[src/pkg/dpm_regs.vh]
/*
  Constants for the drive profile / SDO service block: object indices,
  command and abort codes, mode display values and word bit positions.
  Assumes inclusion by bare name from the design files.
*/
`ifndef DPM_REGS_VH
`define DPM_REGS_VH

// Object indices and sizes
`define DPM_OBJ_CTRL     16'h6040
`define DPM_OBJ_STAT     16'h6041
`define DPM_OBJ_MODE     16'h6061
`define DPM_OBJ_VCMD     16'h2001
`define DPM_OBJ_VSTS     16'h2002
`define DPM_OBJ_VBUF     16'h2100
`define DPM_SIZE_WORD    4'h2
`define DPM_SIZE_BYTE    4'h1
`define DPM_SIZE_VBUF    4'h8
`define DPM_EXP_MAX      4'h4

// Mode display values
`define DPM_MODE_PROFILE 8'h02
`define DPM_MODE_BYPASS  8'hFE

// Network states
`define DPM_NS_INIT      4'h1
`define DPM_NS_PREOP     4'h2
`define DPM_NS_SAFEOP    4'h4
`define DPM_NS_OP        4'h8

// SDO request codes
`define DPM_CMD_DL_EXP   3'h0
`define DPM_CMD_DL_INIT  3'h1
`define DPM_CMD_DL_SEG   3'h2
`define DPM_CMD_UL_REQ   3'h3
`define DPM_CMD_UL_SEG   3'h4
`define DPM_CMD_ABORT    3'h5

// Abort codes
`define DPM_AB_CMD       32'h05040001
`define DPM_AB_RO        32'h06010002
`define DPM_AB_NOOBJ     32'h06020000
`define DPM_AB_LEN       32'h06070010
`define DPM_AB_SUB       32'h06090011
`define DPM_AB_STATE     32'h08000022

// Emergency codes
`define DPM_EMCY_DRIVE   16'hFF00
`define DPM_EMCY_ADAPT   16'h5000

// Reset values
`define DPM_WORD_RST     16'h0000

// Profile control word bits
`define DPM_CW_SWON      0
`define DPM_CW_ENV       1
`define DPM_CW_QSTOP     2
`define DPM_CW_ENOP      3
`define DPM_CW_FRST      6
`define DPM_CW_HALT      7

// Profile status word bits
`define DPM_SW_RDY       0
`define DPM_SW_SWON      1
`define DPM_SW_OPEN      2
`define DPM_SW_FLT       3
`define DPM_SW_VEN       4
`define DPM_SW_QS        5
`define DPM_SW_SOD       6

// Native drive command / status bits
`define DPM_DC_RUN       0
`define DPM_DC_FRST      1
`define DPM_DS_FLT       1
`define DPM_DS_RDY       2

`endif

[src/verilog/dpm_core.v]
/*
  Protocol side of a fieldbus option card: profile/bypass mode choice,
  SDO server (expedited, normal, segmented, abort), emergency reports,
  network state and node address alarm.
  Assumes a bus stack that delivers decoded SDO requests one at a time
  and a drive that exchanges native 16-bit command and status words.
*/
`timescale 1ns/1ps
`include "dpm_regs.vh"

module dpm_core (
  // Clock and reset
  input  wire        clock,
  input  wire        rst_n,
  // Network state requests
  input  wire        al_req_valid,
  input  wire [3:0]  al_req_state,
  output reg  [3:0]  net_state_q,
  // Process data
  input  wire        rxpdo_has_ctrl,
  input  wire        pdo_valid,
  input  wire [15:0] pdo_word,
  // SDO requests
  input  wire        sdo_req_valid,
  output wire        sdo_req_ready,
  input  wire [2:0]  sdo_req_cmd,
  input  wire [15:0] sdo_req_index,
  input  wire [7:0]  sdo_req_sub,
  input  wire [31:0] sdo_req_data,
  input  wire [3:0]  sdo_req_size,
  // SDO responses
  output wire        sdo_rsp_valid,
  input  wire        sdo_rsp_ready,
  output reg  [2:0]  sdo_rsp_cmd_q,
  output reg  [31:0] sdo_rsp_data_q,
  output reg  [3:0]  sdo_rsp_size_q,
  output reg         sdo_rsp_normal_q,
  output reg         sdo_rsp_last_q,
  output reg         sdo_rsp_abort_q,
  output reg  [31:0] sdo_rsp_code_q,
  // Drive side
  output reg  [15:0] drv_cmd_q,
  input  wire [15:0] drv_sts,
  input  wire        drive_fault,
  input  wire        adapter_fault,
  // Emergency
  output reg         emcy_valid_q,
  output reg  [15:0] emcy_code_q,
  input  wire        emcy_rx_valid,
  output reg         emcy_rx_refused_q,
  // Mode and settings
  output reg         profile_active_q,
  output reg  [7:0]  mode_display_q,
  input  wire [7:0]  node_addr_in,
  input  wire [1:0]  comm_speed_in,
  output reg  [7:0]  node_addr_q,
  output reg  [1:0]  comm_speed_q,
  output reg         node_address_alarm_q
);

  localparam S_IDLE = 1'b0;
  localparam S_RSP  = 1'b1;

  function [3:0] obj_size;
    input [15:0] idx;
    begin
      case (idx)
        `DPM_OBJ_CTRL, `DPM_OBJ_STAT,
        `DPM_OBJ_VCMD, `DPM_OBJ_VSTS: obj_size = `DPM_SIZE_WORD;
        `DPM_OBJ_MODE:                obj_size = `DPM_SIZE_BYTE;
        `DPM_OBJ_VBUF:                obj_size = `DPM_SIZE_VBUF;
        default:                      obj_size = 4'h0;
      endcase
    end
  endfunction

  function obj_ro;
    input [15:0] idx;
    begin
      obj_ro = idx == `DPM_OBJ_STAT || idx == `DPM_OBJ_MODE || idx == `DPM_OBJ_VSTS;
    end
  endfunction

  reg        rs1_q;
  reg        rs2_q;
  wire       rst_sync_n = rs2_q;
  reg        st_q;
  reg        sdo_sel_q;
  reg        seg_act_q;
  reg        seg_up_q;
  reg        seg_ptr_q;
  reg [15:0] sdo_cw_q;
  reg [15:0] vcmd_q;
  reg [15:0] pdo_word_q;
  reg        pdo_seen_q;
  reg        cap_done_q;
  reg        dflt_q;
  reg        aflt_q;
  reg [1:0]  emcy_pend_q;
  reg [31:0] vbuf_mem [0:1];

  wire [3:0]  osz      = obj_size(sdo_req_index);
  wire        known    = osz != 4'h0;
  wire        in_sop   = net_state_q == `DPM_NS_SAFEOP || net_state_q == `DPM_NS_OP;
  wire        is_op    = net_state_q == `DPM_NS_OP;
  wire        pdo_prof = rxpdo_has_ctrl && in_sop;
  wire        profile  = pdo_prof || sdo_sel_q;
  wire        req_take = sdo_req_valid && sdo_req_ready;
  wire        is_ctrl  = sdo_req_index == `DPM_OBJ_CTRL;
  // Profile objects locked only once the state can no longer switch the mode
  wire        ctl_lock = (is_ctrl || sdo_req_index == `DPM_OBJ_STAT) && !profile && in_sop;
  wire        seg_dn   = seg_act_q && !seg_up_q;
  wire        mem_we   = req_take && sdo_req_cmd == `DPM_CMD_DL_SEG && seg_dn;
  wire [15:0] eff_cw   = pdo_seen_q ? pdo_word_q : sdo_cw_q;
  wire [15:0] eff_vcmd = pdo_seen_q ? pdo_word_q : vcmd_q;
  wire [15:0] prof_cmd;
  wire [15:0] prof_sw;
  wire        ns_ok    = al_req_state == `DPM_NS_INIT || al_req_state == `DPM_NS_PREOP ||
                         al_req_state == `DPM_NS_SAFEOP || al_req_state == `DPM_NS_OP;
  wire        to_safe  = al_req_valid && ns_ok && al_req_state == `DPM_NS_SAFEOP &&
                         net_state_q == `DPM_NS_PREOP;

  assign sdo_req_ready = st_q == S_IDLE;
  assign sdo_rsp_valid = st_q == S_RSP;

  always @(posedge clock or negedge rst_n) begin
    if (!rst_n) begin
      rs1_q <= 1'b0;
      rs2_q <= 1'b0;
    end else begin
      rs1_q <= 1'b1;
      rs2_q <= rs1_q;
    end
  end

  dpm_profile u_profile (
    .clock       (clock),
    .rst_n       (rst_sync_n),
    .enable      (profile),
    .ctrl_word   (eff_cw),
    .drv_sts     (drv_sts),
    .drv_cmd_q   (prof_cmd),
    .stat_word_q (prof_sw)
  );

  // Segment buffer holds no control state, so it needs no reset
  always @(posedge clock) begin
    if (mem_we)
      vbuf_mem[seg_ptr_q] <= sdo_req_data;
  end

  // Network state, process data and drive command
  always @(posedge clock or negedge rst_sync_n) begin
    if (!rst_sync_n) begin
      net_state_q      <= `DPM_NS_INIT;
      pdo_word_q       <= `DPM_WORD_RST;
      pdo_seen_q       <= 1'b0;
      drv_cmd_q        <= `DPM_WORD_RST;
      profile_active_q <= 1'b0;
      mode_display_q   <= `DPM_MODE_BYPASS;
    end else begin
      if (al_req_valid && ns_ok)
        net_state_q <= al_req_state;
      if (!is_op) begin
        pdo_word_q <= `DPM_WORD_RST;
        pdo_seen_q <= 1'b0;
      end else if (pdo_valid) begin
        pdo_word_q <= pdo_word;
        pdo_seen_q <= 1'b1;
      end
      drv_cmd_q        <= profile ? prof_cmd : eff_vcmd;
      profile_active_q <= profile;
      mode_display_q   <= profile ? `DPM_MODE_PROFILE : `DPM_MODE_BYPASS;
    end
  end

  // Settings are latched once after reset release and then frozen
  always @(posedge clock or negedge rst_sync_n) begin
    if (!rst_sync_n) begin
      cap_done_q           <= 1'b0;
      node_addr_q          <= 8'h00;
      comm_speed_q         <= 2'h0;
      node_address_alarm_q <= 1'b0;
    end else if (!cap_done_q) begin
      cap_done_q           <= 1'b1;
      node_addr_q          <= node_addr_in;
      comm_speed_q         <= comm_speed_in;
      node_address_alarm_q <= node_addr_in == 8'h00;
    end
  end

  // Emergency reports on fault onset; one pending flag per source
  always @(posedge clock or negedge rst_sync_n) begin
    if (!rst_sync_n) begin
      dflt_q            <= 1'b0;
      aflt_q            <= 1'b0;
      emcy_pend_q       <= 2'h0;
      emcy_valid_q      <= 1'b0;
      emcy_code_q       <= `DPM_WORD_RST;
      emcy_rx_refused_q <= 1'b0;
    end else begin
      dflt_q            <= drive_fault;
      aflt_q            <= adapter_fault;
      emcy_rx_refused_q <= emcy_rx_valid;
      emcy_valid_q      <= 1'b0;
      if (emcy_pend_q[0]) begin
        emcy_valid_q <= 1'b1;
        emcy_code_q  <= `DPM_EMCY_DRIVE;
      end else if (emcy_pend_q[1]) begin
        emcy_valid_q <= 1'b1;
        emcy_code_q  <= `DPM_EMCY_ADAPT;
      end
      // New onset wins over the clear of the flag being served
      emcy_pend_q[0] <= drive_fault && !dflt_q;
      emcy_pend_q[1] <= (adapter_fault && !aflt_q) ||
                        (emcy_pend_q[1] && emcy_pend_q[0]);
    end
  end

  // SDO server
  always @(posedge clock or negedge rst_sync_n) begin
    if (!rst_sync_n) begin
      st_q             <= S_IDLE;
      sdo_sel_q        <= 1'b0;
      seg_act_q        <= 1'b0;
      seg_up_q         <= 1'b0;
      seg_ptr_q        <= 1'b0;
      sdo_cw_q         <= `DPM_WORD_RST;
      vcmd_q           <= `DPM_WORD_RST;
      sdo_rsp_cmd_q    <= 3'h0;
      sdo_rsp_data_q   <= 32'h00000000;
      sdo_rsp_size_q   <= 4'h0;
      sdo_rsp_normal_q <= 1'b0;
      sdo_rsp_last_q   <= 1'b0;
      sdo_rsp_abort_q  <= 1'b0;
      sdo_rsp_code_q   <= 32'h00000000;
    end else begin
      if (to_safe)
        sdo_sel_q <= 1'b0;
      if (st_q == S_RSP && sdo_rsp_ready)
        st_q <= S_IDLE;
      if (req_take) begin
        st_q             <= S_RSP;
        sdo_rsp_cmd_q    <= sdo_req_cmd;
        sdo_rsp_data_q   <= 32'h00000000;
        sdo_rsp_size_q   <= 4'h0;
        sdo_rsp_normal_q <= 1'b0;
        sdo_rsp_last_q   <= 1'b0;
        sdo_rsp_abort_q  <= 1'b1;
        sdo_rsp_code_q   <= `DPM_AB_CMD;
        case (sdo_req_cmd)
          `DPM_CMD_DL_EXP, `DPM_CMD_DL_INIT: begin
            seg_act_q <= 1'b0;
            if (!known)
              sdo_rsp_code_q <= `DPM_AB_NOOBJ;
            else if (sdo_req_sub != 8'h00)
              sdo_rsp_code_q <= `DPM_AB_SUB;
            else if (obj_ro(sdo_req_index))
              sdo_rsp_code_q <= `DPM_AB_RO;
            else if (ctl_lock)
              sdo_rsp_code_q <= `DPM_AB_STATE;
            else if (sdo_req_cmd == `DPM_CMD_DL_INIT) begin
              if (osz <= `DPM_EXP_MAX)
                sdo_rsp_code_q <= `DPM_AB_CMD;
              else if (sdo_req_data != {28'h0000000, osz})
                sdo_rsp_code_q <= `DPM_AB_LEN;
              else begin
                sdo_rsp_abort_q <= 1'b0;
                sdo_rsp_code_q  <= 32'h00000000;
                seg_act_q       <= 1'b1;
                seg_up_q        <= 1'b0;
                seg_ptr_q       <= 1'b0;
              end
            end else if (sdo_req_size > `DPM_EXP_MAX || osz > `DPM_EXP_MAX)
              sdo_rsp_code_q <= `DPM_AB_LEN;
            else begin
              sdo_rsp_abort_q <= 1'b0;
              sdo_rsp_code_q  <= 32'h00000000;
              if (is_ctrl) begin
                sdo_cw_q <= sdo_req_data[15:0];
                if (!in_sop)
                  sdo_sel_q <= 1'b1;
              end else
                vcmd_q <= sdo_req_data[15:0];
            end
          end
          `DPM_CMD_DL_SEG: begin
            if (seg_dn) begin
              sdo_rsp_abort_q <= 1'b0;
              sdo_rsp_code_q  <= 32'h00000000;
              sdo_rsp_last_q  <= seg_ptr_q;
              seg_ptr_q       <= !seg_ptr_q;
              seg_act_q       <= !seg_ptr_q;
            end else
              seg_act_q <= 1'b0;
          end
          `DPM_CMD_UL_REQ: begin
            seg_act_q <= 1'b0;
            if (!known)
              sdo_rsp_code_q <= `DPM_AB_NOOBJ;
            else if (sdo_req_sub != 8'h00)
              sdo_rsp_code_q <= `DPM_AB_SUB;
            else if (ctl_lock)
              sdo_rsp_code_q <= `DPM_AB_STATE;
            else begin
              sdo_rsp_abort_q <= 1'b0;
              sdo_rsp_code_q  <= 32'h00000000;
              sdo_rsp_size_q  <= osz;
              case (sdo_req_index)
                `DPM_OBJ_CTRL: sdo_rsp_data_q <= {16'h0000, sdo_cw_q};
                `DPM_OBJ_STAT: begin
                  sdo_rsp_data_q <= {16'h0000, prof_sw};
                  if (!in_sop)
                    sdo_sel_q <= 1'b1;
                end
                `DPM_OBJ_MODE: sdo_rsp_data_q <= {24'h000000, mode_display_q};
                `DPM_OBJ_VCMD: sdo_rsp_data_q <= {16'h0000, vcmd_q};
                `DPM_OBJ_VSTS: sdo_rsp_data_q <= {16'h0000, drv_sts};
                default: begin
                  sdo_rsp_data_q   <= {28'h0000000, osz};
                  sdo_rsp_size_q   <= `DPM_EXP_MAX;
                  sdo_rsp_normal_q <= 1'b1;
                  seg_act_q        <= 1'b1;
                  seg_up_q         <= 1'b1;
                  seg_ptr_q        <= 1'b0;
                end
              endcase
            end
          end
          `DPM_CMD_UL_SEG: begin
            if (seg_act_q && seg_up_q) begin
              sdo_rsp_abort_q <= 1'b0;
              sdo_rsp_code_q  <= 32'h00000000;
              sdo_rsp_data_q  <= vbuf_mem[seg_ptr_q];
              sdo_rsp_size_q  <= `DPM_EXP_MAX;
              sdo_rsp_last_q  <= seg_ptr_q;
              seg_ptr_q       <= !seg_ptr_q;
              seg_act_q       <= !seg_ptr_q;
            end else
              seg_act_q <= 1'b0;
          end
          `DPM_CMD_ABORT: begin
            st_q      <= S_IDLE;
            seg_act_q <= 1'b0;
          end
          default: seg_act_q <= 1'b0;
        endcase
      end
    end
  end

endmodule

[src/verilog/dpm_profile.v]
/*
  Reduced drive profile state machine: turns a profile control word into
  a native drive command and builds the profile status word.
  Assumes a synchronous, already released reset and a single clock.
*/
`timescale 1ns/1ps
`include "dpm_regs.vh"

module dpm_profile (
  // Clock and reset
  input  wire        clock,
  input  wire        rst_n,
  // Control
  input  wire        enable,
  input  wire [15:0] ctrl_word,
  input  wire [15:0] drv_sts,
  // Results
  output reg  [15:0] drv_cmd_q,
  output reg  [15:0] stat_word_q
);

  localparam [2:0] P_SOD  = 3'h0;
  localparam [2:0] P_RTSO = 3'h1;
  localparam [2:0] P_SWON = 3'h2;
  localparam [2:0] P_OPEN = 3'h3;
  localparam [2:0] P_FLT  = 3'h4;

  reg  [2:0] st_q;
  reg  [2:0] st_d;
  wire       shut = ctrl_word[`DPM_CW_ENV] & ctrl_word[`DPM_CW_QSTOP];
  wire       flt  = drv_sts[`DPM_DS_FLT];

  always @* begin
    st_d = st_q;
    case (st_q)
      P_SOD:  if (shut && !ctrl_word[`DPM_CW_SWON]) st_d = P_RTSO;
      P_RTSO: if (!shut) st_d = P_SOD;
              else if (ctrl_word[`DPM_CW_SWON]) st_d = P_SWON;
      P_SWON: if (!shut) st_d = P_SOD;
              else if (ctrl_word[`DPM_CW_ENOP]) st_d = P_OPEN;
      P_OPEN: if (!shut) st_d = P_SOD;
              else if (!ctrl_word[`DPM_CW_ENOP]) st_d = P_SWON;
      P_FLT:  if (ctrl_word[`DPM_CW_FRST] && !flt) st_d = P_SOD;
      default: st_d = P_SOD;
    endcase
    if (flt && st_q != P_FLT)
      st_d = P_FLT;
  end

  always @(posedge clock or negedge rst_n) begin
    if (!rst_n) begin
      st_q        <= P_SOD;
      drv_cmd_q   <= `DPM_WORD_RST;
      stat_word_q <= `DPM_WORD_RST;
    end else begin
      // Held idle while bypassed so no stale run command survives a mode switch
      st_q <= enable ? st_d : P_SOD;
      drv_cmd_q <= `DPM_WORD_RST;
      drv_cmd_q[`DPM_DC_RUN]  <= enable && st_q == P_OPEN && !ctrl_word[`DPM_CW_HALT];
      drv_cmd_q[`DPM_DC_FRST] <= enable && st_q == P_FLT && ctrl_word[`DPM_CW_FRST];
      stat_word_q <= `DPM_WORD_RST;
      stat_word_q[`DPM_SW_RDY]  <= st_q == P_RTSO || st_q == P_SWON || st_q == P_OPEN;
      stat_word_q[`DPM_SW_SWON] <= st_q == P_SWON || st_q == P_OPEN;
      stat_word_q[`DPM_SW_OPEN] <= st_q == P_OPEN;
      stat_word_q[`DPM_SW_FLT]  <= st_q == P_FLT;
      stat_word_q[`DPM_SW_VEN]  <= drv_sts[`DPM_DS_RDY];
      stat_word_q[`DPM_SW_QS]   <= ctrl_word[`DPM_CW_QSTOP];
      stat_word_q[`DPM_SW_SOD]  <= st_q == P_SOD;
    end
  end

endmodule

[config.mk]
export PLATFORM = sky130hd
export DESIGN_NAME = dpm_core
export DESIGN_NICKNAME = d
export VERILOG_FILES = /design/src/verilog/dpm_core.v /design/src/verilog/dpm_profile.v
export VERILOG_INCLUDE_DIRS = /design/src /design/src/pkg
export SDC_FILE = /design/constraint.sdc
export NUM_CORES = 1
export LEC_CHECK = 0
export ABC_CLOCK_PERIOD_IN_PS = 4600
export BUFFER_PORTS_ARGS = -buffer_cell sky130_fd_sc_hd__buf_4
export CORE_MARGIN = 1.5
export CORE_UTILIZATION = 44
export CTS_CLUSTER_DIAMETER = 120
export DETAILED_ROUTE_END_ITERATION = 16
export GPL_ROUTABILITY_DRIVEN = 0
export GPL_TIMING_DRIVEN = 0
export PLACE_DENSITY_LB_ADDON = 0.1
export SKIP_LAST_GASP = 1
export SYNTH_ARGS = -nofsm -noshare
export SYNTH_HDL_FRONTEND = slang
export SYNTH_SLANG_ARGS = --single-unit
[constraint.sdc]
create_clock -name clock -period 4.6 [get_ports clock]
set_input_delay 0.23 -clock clock [delete_from_list [all_inputs] [get_ports clock]]
set_output_delay 0.23 -clock clock [all_outputs]
set_load 0.01 [all_outputs]
Word level (Yosys, flattened, before mapping) --
Memories as Yosys holds them, arrays and structs flattened. Cells that the tools add are included.
Storage, ports and cells: memories 1, output and inout port bits 134, register bits after elaboration 205, RAM bits 64, input bits 119
Cells by class: order comparisons 3, equal/unequal tests 43, reductions and logical operators 60, bitwise operators 8, muxes and demuxes 121
Memory list:
- vbuf_mem | words 2, width 32, read ports 1, clocked after Yosys merged registers in 0, write ports 1, RTL line dpm_core.v:100 | reg [31:0] vbuf_mem [0:1];
Operators by type and width (count):
- $mux 32 | 6
- $mux 16 | 9
- $mux 27 | 5
- $pmux 32 s4 | 1
- $mux 28 | 3
- $pmux 16 s5 | 1
- $mux 1 | 69
- $pmux 32 s2 | 1
- $eq 16x14->1 const B | 3
- $eq 16x15->1 const B | 3
- $mux 3 | 11
- $ne 32x4->1 | 1
- $ne 2x2->1 const B | 14
- $logic_and 1x1->1 | 22
- $reduce_and 9->1 | 2
- $mux 4 | 4
- $mux 8 | 2
- $ne 5x5->1 const B | 3
- $pmux 3 s5 | 1
- $reduce_and 15->1 | 1
- $logic_or 1x1->1 | 13
- $reduce_and 13->1 | 1
- $eq 3x2->1 const B | 4
- $pmux 1 s4 | 3
- 25 further kinds | 52

Longest topological paths before layout --
Gate-level depths: netlist of run 1.
word-level depth 18, mapped depth 10, mapped depth without buffers 7

Modules after synthesis --
From an unflattened synthesis of run 1, not the netlist that was laid out.
Second synthesis, totals: cell total of the unflattened synthesis 950, area total of the unflattened synthesis 10780.3 um^2
By module, submodules not included:
- dpm_core | seq. area each 5703.0 um^2, instances 1, area an instance 10164.7 um^2, cells each 896
- dpm_profile | seq. area each 300.3 um^2, instances 1, area an instance 615.6 um^2, cells each 54

Worst setup path after synthesis of run 1 --
No wires, ideal clock.
kind register -> register, start point register seg_ptr_q, end point memory vbuf_mem[1][0], enable pin, clock period less this slack 3.020 ns, data required time 4.179 ns, cell stages (with the launch flop) 5, setup time 0.421 ns, slack 1.580 ns, arrival time 2.599 ns, buffers on the path 2, path through dfrtp_1 clkbuf_1 buf_1 inv_1 nor2_1
RTL lines:
- from (decl) | RTL line dpm_core.v:91 | reg seg_ptr_q;
- from (signal assigned) | RTL line dpm_core.v:292 | seg_ptr_q <= !seg_ptr_q;
- from (signal assigned) | RTL line dpm_core.v:337 | seg_ptr_q <= !seg_ptr_q;
- to (decl) | RTL line dpm_core.v:100
Straight into the memory's write port.

Final worst setup path of run 1 --
start point register seg_ptr_q, end point memory vbuf_mem[1][21], enable pin
Straight into the memory's write port.

==> flow_results.org, run 1 <==
** Outcome
- Result of the run :: finished, final reports clean

** Routing
- Via count normalized by instance count :: 5.20
- Initial DRC count :: 451
- Drt first pass iters :: 5
- Once detail routing completed, the nets flagged for antenna violations numbered 0.
- Via count :: 7898
- Average wire per standard cell :: 17.9 microns
- In the routed design, unresolved DRC markers number 0.
- The routed design has 27.1 mm of wire.

** STA
- Slew Viols, Final :: 0
- In this run the tightest slew margin relative to its limit is 11.0%.
- Final worst-path cycle share :: between 60% and 70%
- Final worst path period need :: 2.76 ns
- Setup repair after global routing missed its margin :: no
- Fin Clk Skew :: 0.0135 ns
- Number of failing setup endpoints in the final timing report :: 0
- Final-report hold violation count :: 0
- For this run, the top clock speed supported by timing is 362 MHz.
- After routing, the total negative slack on setup checks comes to 0 ns.
- Worst-Margin Slew :: 1.32 ns

** Synthesis
- Count of flip-flops with a built-in enable after synthesis :: 64
- The synthesized netlist contains 71 unique library cells.
- Dominant cell type by area after synthesis :: sky130_fd_sc_hd__dfrtp_1
- Sequential cells were found to cover between 50% and 60% of the synthesized design area.
- Sorting the synthesized cells by area gives the leading types as sky130_fd_sc_hd__dfrtp_1 39%, sky130_fd_sc_hd__edfxtp_1 19%, sky130_fd_sc_hd__mux2i_1 7.1%.
- The mapped netlist covers roughly 0.01 sq mm.
- Main flop type after synthesis :: sky130_fd_sc_hd__dfrtp_1
- Avg Inst Size Synth :: around 12 sq um
- Number of register bits inferred by synthesis :: 227
- After synthesis, the share of flip-flops with an asynchronous set or reset is 71.8%.
- Yosys warning count :: 0
- Top-area cell type share of the netlist area :: between 30 and 40%
- Cell count after synthesis :: about 870

** Clocking
- Clk slew on worst S/H paths :: 0.06 ns
- Max Root-Sink Buffers :: 3
- Clock tree from TritonCTS :: done
- In this run the number of H-tree levels came out at 1.
- TritonCTS created 24 clock buffers.
- The tree is rooted in a sky130_fd_sc_hd__clkbuf_16.
- Clock insertion delay at the later pin of the skew report :: 0.52 ns
- Post-CTS resize count :: 0
- Number of clock sinks seen by CTS :: 227

** Critical path
- For the worst setup path, the data required time is between 4 and 5 ns.
- Data on the critical path arrives at its endpoint at 2.99 ns.
- STA classifies the critical path startpoint as a flip-flop.
- The critical path is of the reg2reg type.
- STA classifies the critical path endpoint as a flip-flop.
- Crit Path Max Fanout :: 19

** Job
- Across the run, the number of max-cap violations was 0.

** Die
- From left edge to right edge, the die measures 155 microns.
- Die area :: about 0.024 sq mm
- The initial utilization of the core area, before any placement, comes to around 45%.
- Count of standard-cell rows :: 55
- From bottom edge to top edge, the die measures 155 microns.
- During I/O placement, the number of pins put on the boundary was 253.
- CORE AREA :: ~0.023 sq mm

** Cells and area
- The repair_antennas step left the layout with diodes totalling 0.
- Post-route cell area :: 0.0139 sq mm
- Count of nets after finishing :: 1335
- Area growth syn-to-layout :: 35.8%
- Final Core Density :: 61.0%
- Of the cells placed in the final design, the portion with a size suffix greater than 1 is 29.8%.

** Global route
- Number of global-route vias before repair :: 7690
- Global-route wire length before repair :: 41.5 mm
- Global routing finished with a remaining overflow of 0.
- Entering global routing, the biggest net connects between 60 and 70 pins.
- The number of antenna violations at the first check in global routing is 0.
- Global routing consumed, over all layers together, 22.2% of the routing resources.

** Power and ir drop
- Lkg Pwr :: 0.00643 uW
- Pwr dens :: 326 mW/mm^2
- Maximum vdd drop :: roughly 220 uV

** Min path
- In this run the worst hold path is classified as in2async.

** Place
- After legalization and detailed placement, the total HPWL measured 19.4 mm.
- Cell area after placement :: 0.0124 sq mm
- Number of input and output port buffers inserted :: 217
layout by cell type, fill, tap and decap left out, drive strengths merged, types with 6 or more instances in the layout:
master	netlist	routed
buf	52	273
nand3	17	17
nor2	93	93
conb	2	32
nand2b	6	6
dfrtp	161	161
edfxtp	64	64
clkinv	0	6
nor3	20	20
nand4	6	6
nor4	15	15
mux2	43	43
clkbuf	32	68
o21ai	68	68
and2	6	6
mux2i	72	72
nand2	72	72
a21oi	39	39
a221oi	7	7
dlygate4sd3	0	67
a22o	7	7
o31ai	6	6
nor2b	6	6
inv	8	8
what timing repair did:
action / in CTS / in global routing
hold buffers: 67 / 0
endpoints found under the hold margin: 121 / 0
buffers inserted: 0 / 0
kinds of logic (layout without fill, tap and decap cells):
logic type / Yosys count / count (layout) / synth area share, %
buffers and inverters: 92 / 424 / 5.20
and+or+nand+nor: 272 / 272 / 13.7
muxes: 115 / 115 / 12.2
AOI/OAI and AO/OA: 158 / 158 / 9.55
other: 2 / 32 / 0.0736
DFF: 227 / 227 / 58.8
xor gates and xnor gates: 6 / 6 / 0.515
final timing paths:
path,start,end,slack (ns),cells after the start
setup / recovery,seg_ptr_q$_DFFE_PN0P_,vbuf_mem[1][21]$_DFFE_PP_,1.84,5
hold / removal,rst_n,rs2_q$_DFF_PN0_,0.03,2
setup reg to reg,seg_ptr_q$_DFFE_PN0P_,vbuf_mem[1][21]$_DFFE_PP_,1.84,5
hold reg to reg,rs2_q$_DFF_PN0_,pdo_word_q[15]$_DFFE_PN0P_,0.28,0
max in group asynchronous,rs2_q$_DFF_PN0_,mode_display_q[6]$_DFF_PN1_,3.58,1
min in group clock,drv_sts[8],sdo_rsp_data_q[8]$_DFFE_PN0P_,0.03,3
flip-flops by register name (all words and copies together), names as in the netlist, 4 cells and up:
| signal | cells |
|---|---|
| sdo_rsp_code_q | 11 |
| u_profile.stat_word_q | 7 |
| vbuf_mem | 64 |
| drv_cmd_q | 16 |
| vcmd_q | 16 |
| pdo_word_q | 16 |
| sdo_rsp_data_q | 32 |
| sdo_cw_q | 16 |
| node_addr_q | 8 |
| sdo_rsp_size_q | 4 |
| net_state_q | 4 |
through the flow:
step | power [uW] | hold WS, ns | worst slack, ns | cells
CTS | 4550 | 0.00336 | 1.75 | 1519
floorplan | 2420 | -0.0656 | 1.58 | 902
detailed placement | 2660 | 0.0137 | 1.48 | 1408
global route | 4690 | 0.0319 | 1.63 | 1519
global placement | 2650 | 0.0133 | 0.276 | 1404
finish | 4520 | 0.0302 | 1.84 | 1519
critical path, stage by stage (launching register included):
cell                       delay [ns]
sky130_fd_sc_hd__dfrtp_1         0.32
sky130_fd_sc_hd__clkbuf_1        0.49
sky130_fd_sc_hd__buf_1           0.69
sky130_fd_sc_hd__inv_1           0.21
sky130_fd_sc_hd__nor2_4          0.50
sky130_fd_sc_hd__buf_16          0.23
cell usage after synthesis, drive strengths merged, types with 3 or more instances:
cell type,instances
buf,52
a221oi,7
a21oi,39
a222oi,4
dfrtp,161
nor2b,6
nor4,15
or2,3
edfxtp,64
or3,4
nor2,93
o21a,3
o21ai,68
nand3b,3
and3,3
and2,6
nand4,6
mux2,43
nand2b,6
nor3b,3
a21o,3
a22o,7
nand2,72
xor2,4
o31ai,6
a211oi,3
a22oi,4
nor3,20
nand4b,3
nand3,17
mux2i,72
clkbuf,32
nor4b,4
inv,8
per-layer routing:
metal / vias up / routed length (microns) / global-route usage (%)
li1: 3768 / - / -
met1: 3800 / 11900 / 29.7
met2: 291 / 12900 / 37.3
met3: 39 / 1700 / 3.51
met4: 0 / 588 / 6.62
met5: - / 0 / 0
area by class of cell:
cell class	instances	area, sq um
Tap cell	285	357
Multi-Input combinational cell	583	3800
Clock inverter	8	76.3
Fill cell	1890	8850
Inverter	8	30.0
Buffer	84	500
Clock buffer	36	676
Timing Repair Buffer	288	2410
Sequential cell	227	6010
power by group:
group	internal, uW	leakage [uW]	switching [uW]
clock	1070	0.000364	777
sequential	2120	0.00275	39.4
combinational	258	0.00331	250
Note: power is estimated with default switching activity, not from simulation.
==> run 2, diff against run 1 <==
- ABC_CLOCK_PERIOD_IN_PS: 4600 -> 2700
- clock period: 4.6 -> 2.7 ns (I/O delays scaled with it)
==> run 2 against run 1 <==
  * Flip-flop and latch count did not move
  * Utilization up 1.4 points
  * Critical path depth is 4 higher
  * Critical endpoint is now sdo_cw_q[12]$_DFFE_PN0P_
  * Largest cell class unchanged
  * Highest routed layer unchanged
==> flow_results.org, run 2 (synthesis gave the netlist of run 1 again) <==
** Outcome
- The flow ran to the end, and the final reports show no timing, DRC or antenna violations.

** Die
- The starting utilization of the core area came to 44.9% (unchanged).
- The placeable core region was 0.0227 sq mm (unchanged).
- The full die area was 0.0241 sq mm (unchanged).
- Width of the chip :: 155 microns (unchanged)
- Die boundary height :: 155 microns (unchanged)
- Count of standard-cell rows :: 55 (unchanged)
- The number of placed I/O pins was 253 (unchanged).

** Global route
- The global-route wire length before repair came to 42.0 mm (+1.3%).
- The maximum number of pins on one net before global-route repair was 64 (-7.2%).
- Gr ovfl total :: 0 (unchanged)
- The total track usage was 22.3% (+0.17 points).
- Antenna violations before repair :: 0 (unchanged)
- The via count of the first global-routing pass is 7679 (-0.14%).

** Cells and area
- The top cell types in the final layout, fill and taps aside, are 268 x sky130_fd_sc_hd__buf_4, 160 x sky130_fd_sc_hd__dfrtp_1, 90 x sky130_fd_sc_hd__nor2_1.
- The final core utilization was 62.4% (+1.4 points).
- The final standard cell area without fillers came to 0.0142 sq mm (+2.2%).
- In the final layout, the registers with the most flip-flops are vbuf_mem (64), sdo_rsp_data_q (32).
- The library cell used most frequently in the layout, excluding fill and tap cells, is sky130_fd_sc_hd__buf_4.
- The number of nets in the layout came to 1353 (+1.3%).
- The antenna diode count is 0 (unchanged).
- Register with the highest flop count :: vbuf_mem
- The layout filler cell count was 1858 (-1.7%).
- The number of flip-flops in the largest register was 64 (unchanged).
- Area growth syn-to-layout :: 38.8%
- The share of cells above drive strength 1 came to 30.8% (+1.0 points).

** Clocking
- The clock insertion delay at the later pin of the skew report was 0.52 ns (about the same).
- The clock edge transition at the registers on the reported setup and hold paths is 0.06 ns (about the same).
- TritonCTS built the clock tree.
- The deepest level of the CTS H-tree is 1 (unchanged).
- Max Root-Sink Buffers :: 3 (unchanged)
- TritonCTS Buffers :: 24 (unchanged)
- The root buffer cell chosen for the clock tree is sky130_fd_sc_hd__clkbuf_16.
- The total clock sinks came to 227 (unchanged).

** Critical path
- Worst R2R Start :: net_state_q[3]$_DFFE_PN0N_
- Launch point of the worst path :: net_state_q[3]$_DFFE_PN0N_
- Critical path data required time :: 3.10 ns (-1.72 ns)
- The worst register-to-register path ends at sdo_cw_q[12]$_DFFE_PN0P_.
- Number of cells traversed by the worst register-to-register path :: 9 (+4)
- Slowest stage cell, crit path :: sky130_fd_sc_hd__dfrtp_1
- Slack of the worst reg-to-reg path :: 0.12 ns (-1.71 ns)
- Traced cell by cell, the critical path runs through xnor2_1 > or3_1 > or3_1 > buf_2 > nand3_4 > nor3_4 > nand3_4 > buf_6 > mux2_1.
- The worst-path maximum fanout is 10 (-9).
- The delay of the slowest cell on the worst path came to 0.42 ns (-0.27 ns).
- The worst path arrival time came to 2.98 ns (about the same).
- Crit path kind :: reg2reg
- Element type at the critical path end :: flip-flop
- The worst setup path is launched from a flip-flop.

** STA
- The final-report setup violation count came to 0 (unchanged).
- Final worst path period need :: 2.58 ns (-0.188 ns)
- Final-report hold violation count :: 0 (unchanged)
- The normalized max-slew margin was 14.9% (+3.9 points).
- The achievable clock frequency was 388 MHz (+7.3%).
- The final period utilization is 95.4% (+35 points).
- The final clock skew is 0.0159 ns (+0.00233 ns).
- Worst Hold Slack :: 0.0152 ns (-0.0150 ns)
- Setup repair after global routing missed its margin :: no
- Worst-Margin Slew :: 1.26 ns (-0.0580 ns)
- Final total negative setup slack :: 0 ns (unchanged)
- Slew Viols, Final :: 0 (unchanged)

** Routing
- Via count :: 7903 (+0.063%)
- The routed length per instance was 17.5 microns (-1.8%).
- Drt first pass iters :: 5 (unchanged)
- The via density per instance was 5.14 (-1.1%).
- DRC viols :: 0 (unchanged)
- The total length of routed wires is 26.9 mm (-0.63%).
- The remaining antenna violation count is 0 (unchanged).
- The DRC marker count from the first detailed-route iteration was 514 (+14%).

** Power and ir drop
- Maximum vdd drop :: 561 uV (+150%)
- The leakage component of the power was 0.00658 uW (+2.3%).
- The total power draw is 8110 uW (+79%).
- Pwr dens :: 572 mW/mm^2 (+76%)

** Min path
- In this run the worst hold path is classified as in2reg.
- Worst Hold Endpoint :: net_state_q[1]$_DFFE_PN0N_
- The worst hold path begins at al_req_state[1].
- Counting instances, the worst hold path has a depth of 3.

** Place
- The half-perimeter wire length of the detailed placement result was 19.2 mm (-0.95%).
- Number of input and output port buffers inserted :: 217 (unchanged)
- The cell area after placement was 0.0124 sq mm (unchanged).

** Job
- The count of maximum capacitance violations came to 0 (unchanged).
## run 2: cell count changes in the layout (fill, tap and decap cells not counted), moves of 2 or more
| cell | change |
|---|---|
| sky130_fd_sc_hd__bufinv_16 | +4 |
| sky130_fd_sc_hd__clkinv_2 | +2 |
| sky130_fd_sc_hd__clkbuf_1 | -7 |
| sky130_fd_sc_hd__clkbuf_8 | -2 |
| sky130_fd_sc_hd__dlygate4sd3_1 | +9 |
| sky130_fd_sc_hd__buf_4 | +9 |
## run 2: layer usage
layer / vias to the layer above / part of all wire (%) / GRT usage [%]
li1: 3813 / - / -
met1: 3780 / 45 / 30.7
met2: 261 / 47 / 36.9
met3: 49 / 4.9 / 3.09
met4: 0 / 2.7 / 7.17
met5: - / 0 / 0
## run 2: layout make-up
type | count | area (sq um) | share of cell area [%]
sequential | 227 | 6010 | 42.4
tap | 285 | 357 | 2.52
timing repair buffer | 306 | 2570 | 18.1
clock inverter | 16 | 219 | 1.55
inverter | 8 | 30.0 | 0.212
clock buffer | 28 | 647 | 4.57
multi-input combinational | 583 | 3820 | 27.0
buffer | 84 | 514 | 3.63
## run 2: worst max-delay path by stage
stage	end	slack [ns]
global placement	sdo_rsp_valid$_DFFE_PN0P_	-1.14
detailed placement	sdo_rsp_data_q[2]$_DFFE_PN0P_	-0.28
floorplan	aflt_q$_DFF_PN0_	0.005
finish	sdo_cw_q[12]$_DFFE_PN0P_	0.12
global route	sdo_rsp_data_q[10]$_DFFE_PN0P_	0.003
CTS	sdo_rsp_data_q[10]$_DFFE_PN0P_	0.05
## run 2: where the power goes
part / switching (uW) / total, uW / internal (uW)
Sequential: 70.4 / 3690 / 3610
Combinational: 419 / 868 / 449
Clock: 1350 / 3550 / 2200
Total: 1840 / 8110 / 6260
## run 2: through the flow
step / worst slack [ns] / instances
after detailed placement: -0.280 / 1408
after CTS: 0.0469 / 1528
final: 0.124 / 1537
after floorplan: 0.00456 / 902
after global routing: 0.00313 / 1537
after global placement: -1.14 / 1404
## run 2: worst max-delay path, delay by kind of cell (launching register included)
family	cells	cell delay (ns)
xor+xnor	1	0.15
buf+inv	2	0.38
flops	1	0.42
mux	1	0.34
simple gates	5	1.15
## run 2: what timing repair did
action | in CTS | in global routing
setup endpoints to repair | 30 | 30
hold buffers | 76 | 0
gates resized for setup | 3 | 6
hold endpoints to repair | 145 | 0
setup buffers | 0 | 9
pin swaps | 0 | 2
==> run 3, diff against run 2 <==
- ABC_AREA: unset -> 1
- SYNTH_HIERARCHICAL: unset -> 1
==> run 3 against run 2 <==
  * First-iteration DRC count up 3.9%
  * Count of clock-buffer cells in the layout grew 9
  * Die area up 4.3%
  * Area after synthesis is 4.4% higher
  * Combinational power up 24%
  * Register-to-register slack gained 0.16 ns
  * Via count increased by 20%
  * Total power down 0.23%
  * Wire length rose by 13%
  * Utilization shrank 0.31 points
  * Critical path type unchanged
==> flow_results.org, run 3 <==
** Routing
- The total length of routed wires was 30.4 mm (+13%).
- The number of remaining DRC errors was 0 (unchanged).
- The remaining antenna violation count was 0 (unchanged).
- The DRC marker count from the first detailed-route iteration was 534 (+3.9%).
- Drt first pass iters :: 5 (unchanged)
- The via density per instance came to 4.93 (-4.2%).
- Via count :: 9464 (+20%)
- The routed length per instance is 15.8 microns (-9.9%).

** Min path
- The startpoint identified for the worst hold timing path is pdo_valid.
- Worst hold path cell count :: 3 (unchanged)
- The min-delay analysis places its worst path in the category in2reg.
- Worst Hold Endpoint :: pdo_word_q[10]$_DFFE_PN0P_

** Global route
- The final global-route overflow total is 0 (unchanged).
- GRT Resource Usage Total :: 23.9% (+1.5 points)
- The number of antenna violations at the first check in global routing is 1 (+1).
- The via count of the first global-routing pass was 9029 (+18%).
- Largest net degree at the start of global routing :: 59 (-7.8%)
- The global-route wire length before repair was 46.2 mm (+10%).

** Die
- CORE AREA :: 0.0236 sq mm (+4.0%)
- Count of standard-cell rows :: 56 (+1.8%)
- Die area :: 0.0252 sq mm (+4.3%)
- The overall die height is 159 microns (+2.1%).
- Starting density of the core :: 45.1% (+0.16 points)
- The horizontal die dimension came to 159 microns (+2.1%).
- Top-level port count :: 253 (unchanged)

** Clocking
- Clk slew on worst S/H paths :: 0.06 ns (about the same)
- The total clock sinks is 227 (unchanged).
- Max Root-Sink Buffers :: 3 (unchanged)
- TritonCTS Buffers :: 25 (+4.2%)
- Clock tree from TritonCTS :: done
- The clock insertion delay at the later pin of the skew report was 0.52 ns (about the same).
- The root buffer cell chosen for the clock tree is sky130_fd_sc_hd__clkbuf_16.
- The deepest level of the CTS H-tree was 1 (unchanged).

** Cells and area
- Fill cell instance count of the final layout :: 2055 (+11%)
- The number of flip-flops in the largest register was 64 (unchanged).
- Area growth syn-to-layout :: 37.6%
- Share of cells above drive strength 1 :: 24.7% (-6.1 points)
- Largest regs :: vbuf_mem (64), sdo_rsp_data_q (32)
- Post-route insts no fill :: 1921 (+25%)
- Leading cell type in the layout, fill and taps excluded :: sky130_fd_sc_hd__nand2_1
- Register with the highest flop count :: vbuf_mem
- The final core utilization came to 62.1% (-0.31 points).
- Count of nets after finishing :: 1702 (+26%)
- Most frequent cells in the layout :: 318 x sky130_fd_sc_hd__nand2_1, 289 x sky130_fd_sc_hd__buf_4, 160 x sky130_fd_sc_hd__dfrtp_1

** STA
- The final number of max-transition violations was 0 (unchanged).
- The normalized max-slew margin was 50.6% (+36 points).
- The hold violation count in the final report is 0 (unchanged).
- The setup slack after layout is 0.285 ns (+0.161 ns).
- Final worst path period need :: 2.41 ns (-0.161 ns)
- Fin Clk Skew :: 0.00744 ns (-0.00844 ns)
- Final total negative setup slack :: 0 ns (unchanged)
- Final worst-path cycle share :: 89.4% (-6.0 points)
- Worst-Margin Slew :: 0.741 ns (-0.523 ns)
- Setup repair after global routing left no endpoint under its margin.
- The final-report setup violation count was 0 (unchanged).
- Highest clock frequency the design can meet :: 414 MHz (+6.7%)

** Critical path
- Reg2reg end :: u_profile/st_q[0]$_DFFE_PN0P_
- Max stage delay on crit path :: 0.55 ns (+0.13 ns)
- Instance count on the critical path :: 12 (+3)
- The worst register-to-register path begins at net_state_q[0]$_DFFE_PN1N_.
- Crit Path Max Fanout :: 10 (unchanged)
- Arrival time of the worst setup path :: 2.83 ns (-0.15 ns)
- Number of cells traversed by the worst register-to-register path :: 12 (+3)
- CP cell instances :: nor2_2 > nand3_2 > nand2_2 > a21oi_4 > clkbuf_2 > inv_1 > nand4_1 > nor2_1 > a21oi_2 > nand2_2 > nand2_1 > nand2_1
- The worst setup path is launched from a flip-flop.
- In this design, the largest share of critical-path delay is due to simple AND/OR/NAND/NOR gates.
- Crit path kind :: reg2reg
- The worst setup path is captured at a flip-flop.
- The required time at the worst-slack endpoint was 3.11 ns (about the same).
- Slack of the worst reg-to-reg path :: 0.29 ns (+0.16 ns)
- The total buffers and inverters traversed by the critical path is 2 (unchanged).
- On the critical path, the stage with the largest delay is an instance of sky130_fd_sc_hd__dfstp_2.

** Synthesis
- Post-Syn Area :: 0.0107 sq mm (+4.4%)
- Yosys warning count :: 6 (+6)
- The post-synthesis average cell area was 8.89 sq um (-24%).
- The synthesized instance count came to 1198 (+37%).

** Power and ir drop
- The power density over cell area is 552 mW/mm^2 (-3.6%).
- The highest ir drop seen on vdd was 400 uV (-29%).
- The leakage component of the power was 0.00700 uW (+6.5%).
- The total power draw was 8090 uW (-0.23%).

** Place
- Worst slack at placement :: 0.0258 ns (+0.306 ns)
- Placed Cells incl. Taps :: 1794 (+27%)
- Half-perimeter wire length of the detailed placement result :: 22.4 mm (+17%)
- Number of input and output port buffers inserted :: 221 (+1.8%)

** Outcome
- Result of the run :: finished, final reports clean

** Job
- The count of maximum capacitance violations was 0 (unchanged).
## run 3: how the worst max path moves through the flow
stage	start	end	slack (ns)
final	net_state_q[0]$_DFFE_PN1N_	u_profile/st_q[0]$_DFFE_PN0P_	0.29
after global routing	net_state_q[0]$_DFFE_PN1N_	u_profile/st_q[0]$_DFFE_PN0P_	0.1
after CTS	seg_ptr_q$_DFFE_PN0P_	vbuf_mem[1][14]$_DFFE_PP_	0.003
after detailed placement	seg_ptr_q$_DFFE_PN0P_	vbuf_mem[1][13]$_DFFE_PP_	0.03
after global placement	seg_ptr_q$_DFFE_PN0P_	vbuf_mem[1][13]$_DFFE_PP_	-1.58
after floorplan	sdo_rsp_valid$_DFFE_PN0P_	vbuf_mem[0][0]$_DFFE_PP_	-0.24
## run 3: tightest hold or removal path: stages
cell and delay, ns:
sky130_fd_sc_hd__clkbuf_1 0.17, sky130_fd_sc_hd__nand3_1 0.14, sky130_fd_sc_hd__nand2_1 0.05
## run 3: repair_timing
| action | CTS | global route |
|---|---|---|
| endpoints found under the setup margin | 0 | 39 |
| resized for setup | 0 | 2 |
| endpoints found under the hold margin | 143 | 0 |
| buffers inserted | 0 | 2 |
| hold buffers | 80 | 0 |
## run 3: area by class of cell
class	instances	area (sq um)	area share [%]
inverters	85	322	2.19
plain buffers	111	681	4.64
well taps	319	399	2.72
diodes	1	2.50	0.0171
clock buffers	37	711	4.85
flip-flops and latches	227	6010	41.0
repair buffers	307	2610	17.8
clock inverters	8	68.8	0.470
multi-input cells	826	3850	26.3
## run 3: where the power goes
part           switching [uW]  leakage, uW  internal [uW]  total [uW]
clock network            1360     0.000380           1910        3270
registers                93.0      0.00276           3640        3730
logic                     583      0.00387            501        1080
total                    2040      0.00700           6050        8090
## run 3: per-layer routing
layer	track usage, %	part of all wire [%]	vias to the layer above	routed length [microns]
met1	33.0	44	4488	13300
met2	39.7	48	311	14600
met5	0	0	-	0
met4	6.19	1.8	0	543
met3	3.02	6.3	41	1910
li1	-	-	4624	-
## run 3: metrics by stage
stage                     hold WS (ns)  area [sq um]
after floorplan                 -0.161         10800
after global placement         -0.0824         12900
after detailed placement       -0.0806         13000
after CTS                     0.000271         14600
after global routing            0.0299         14700
final                          0.00646         14700
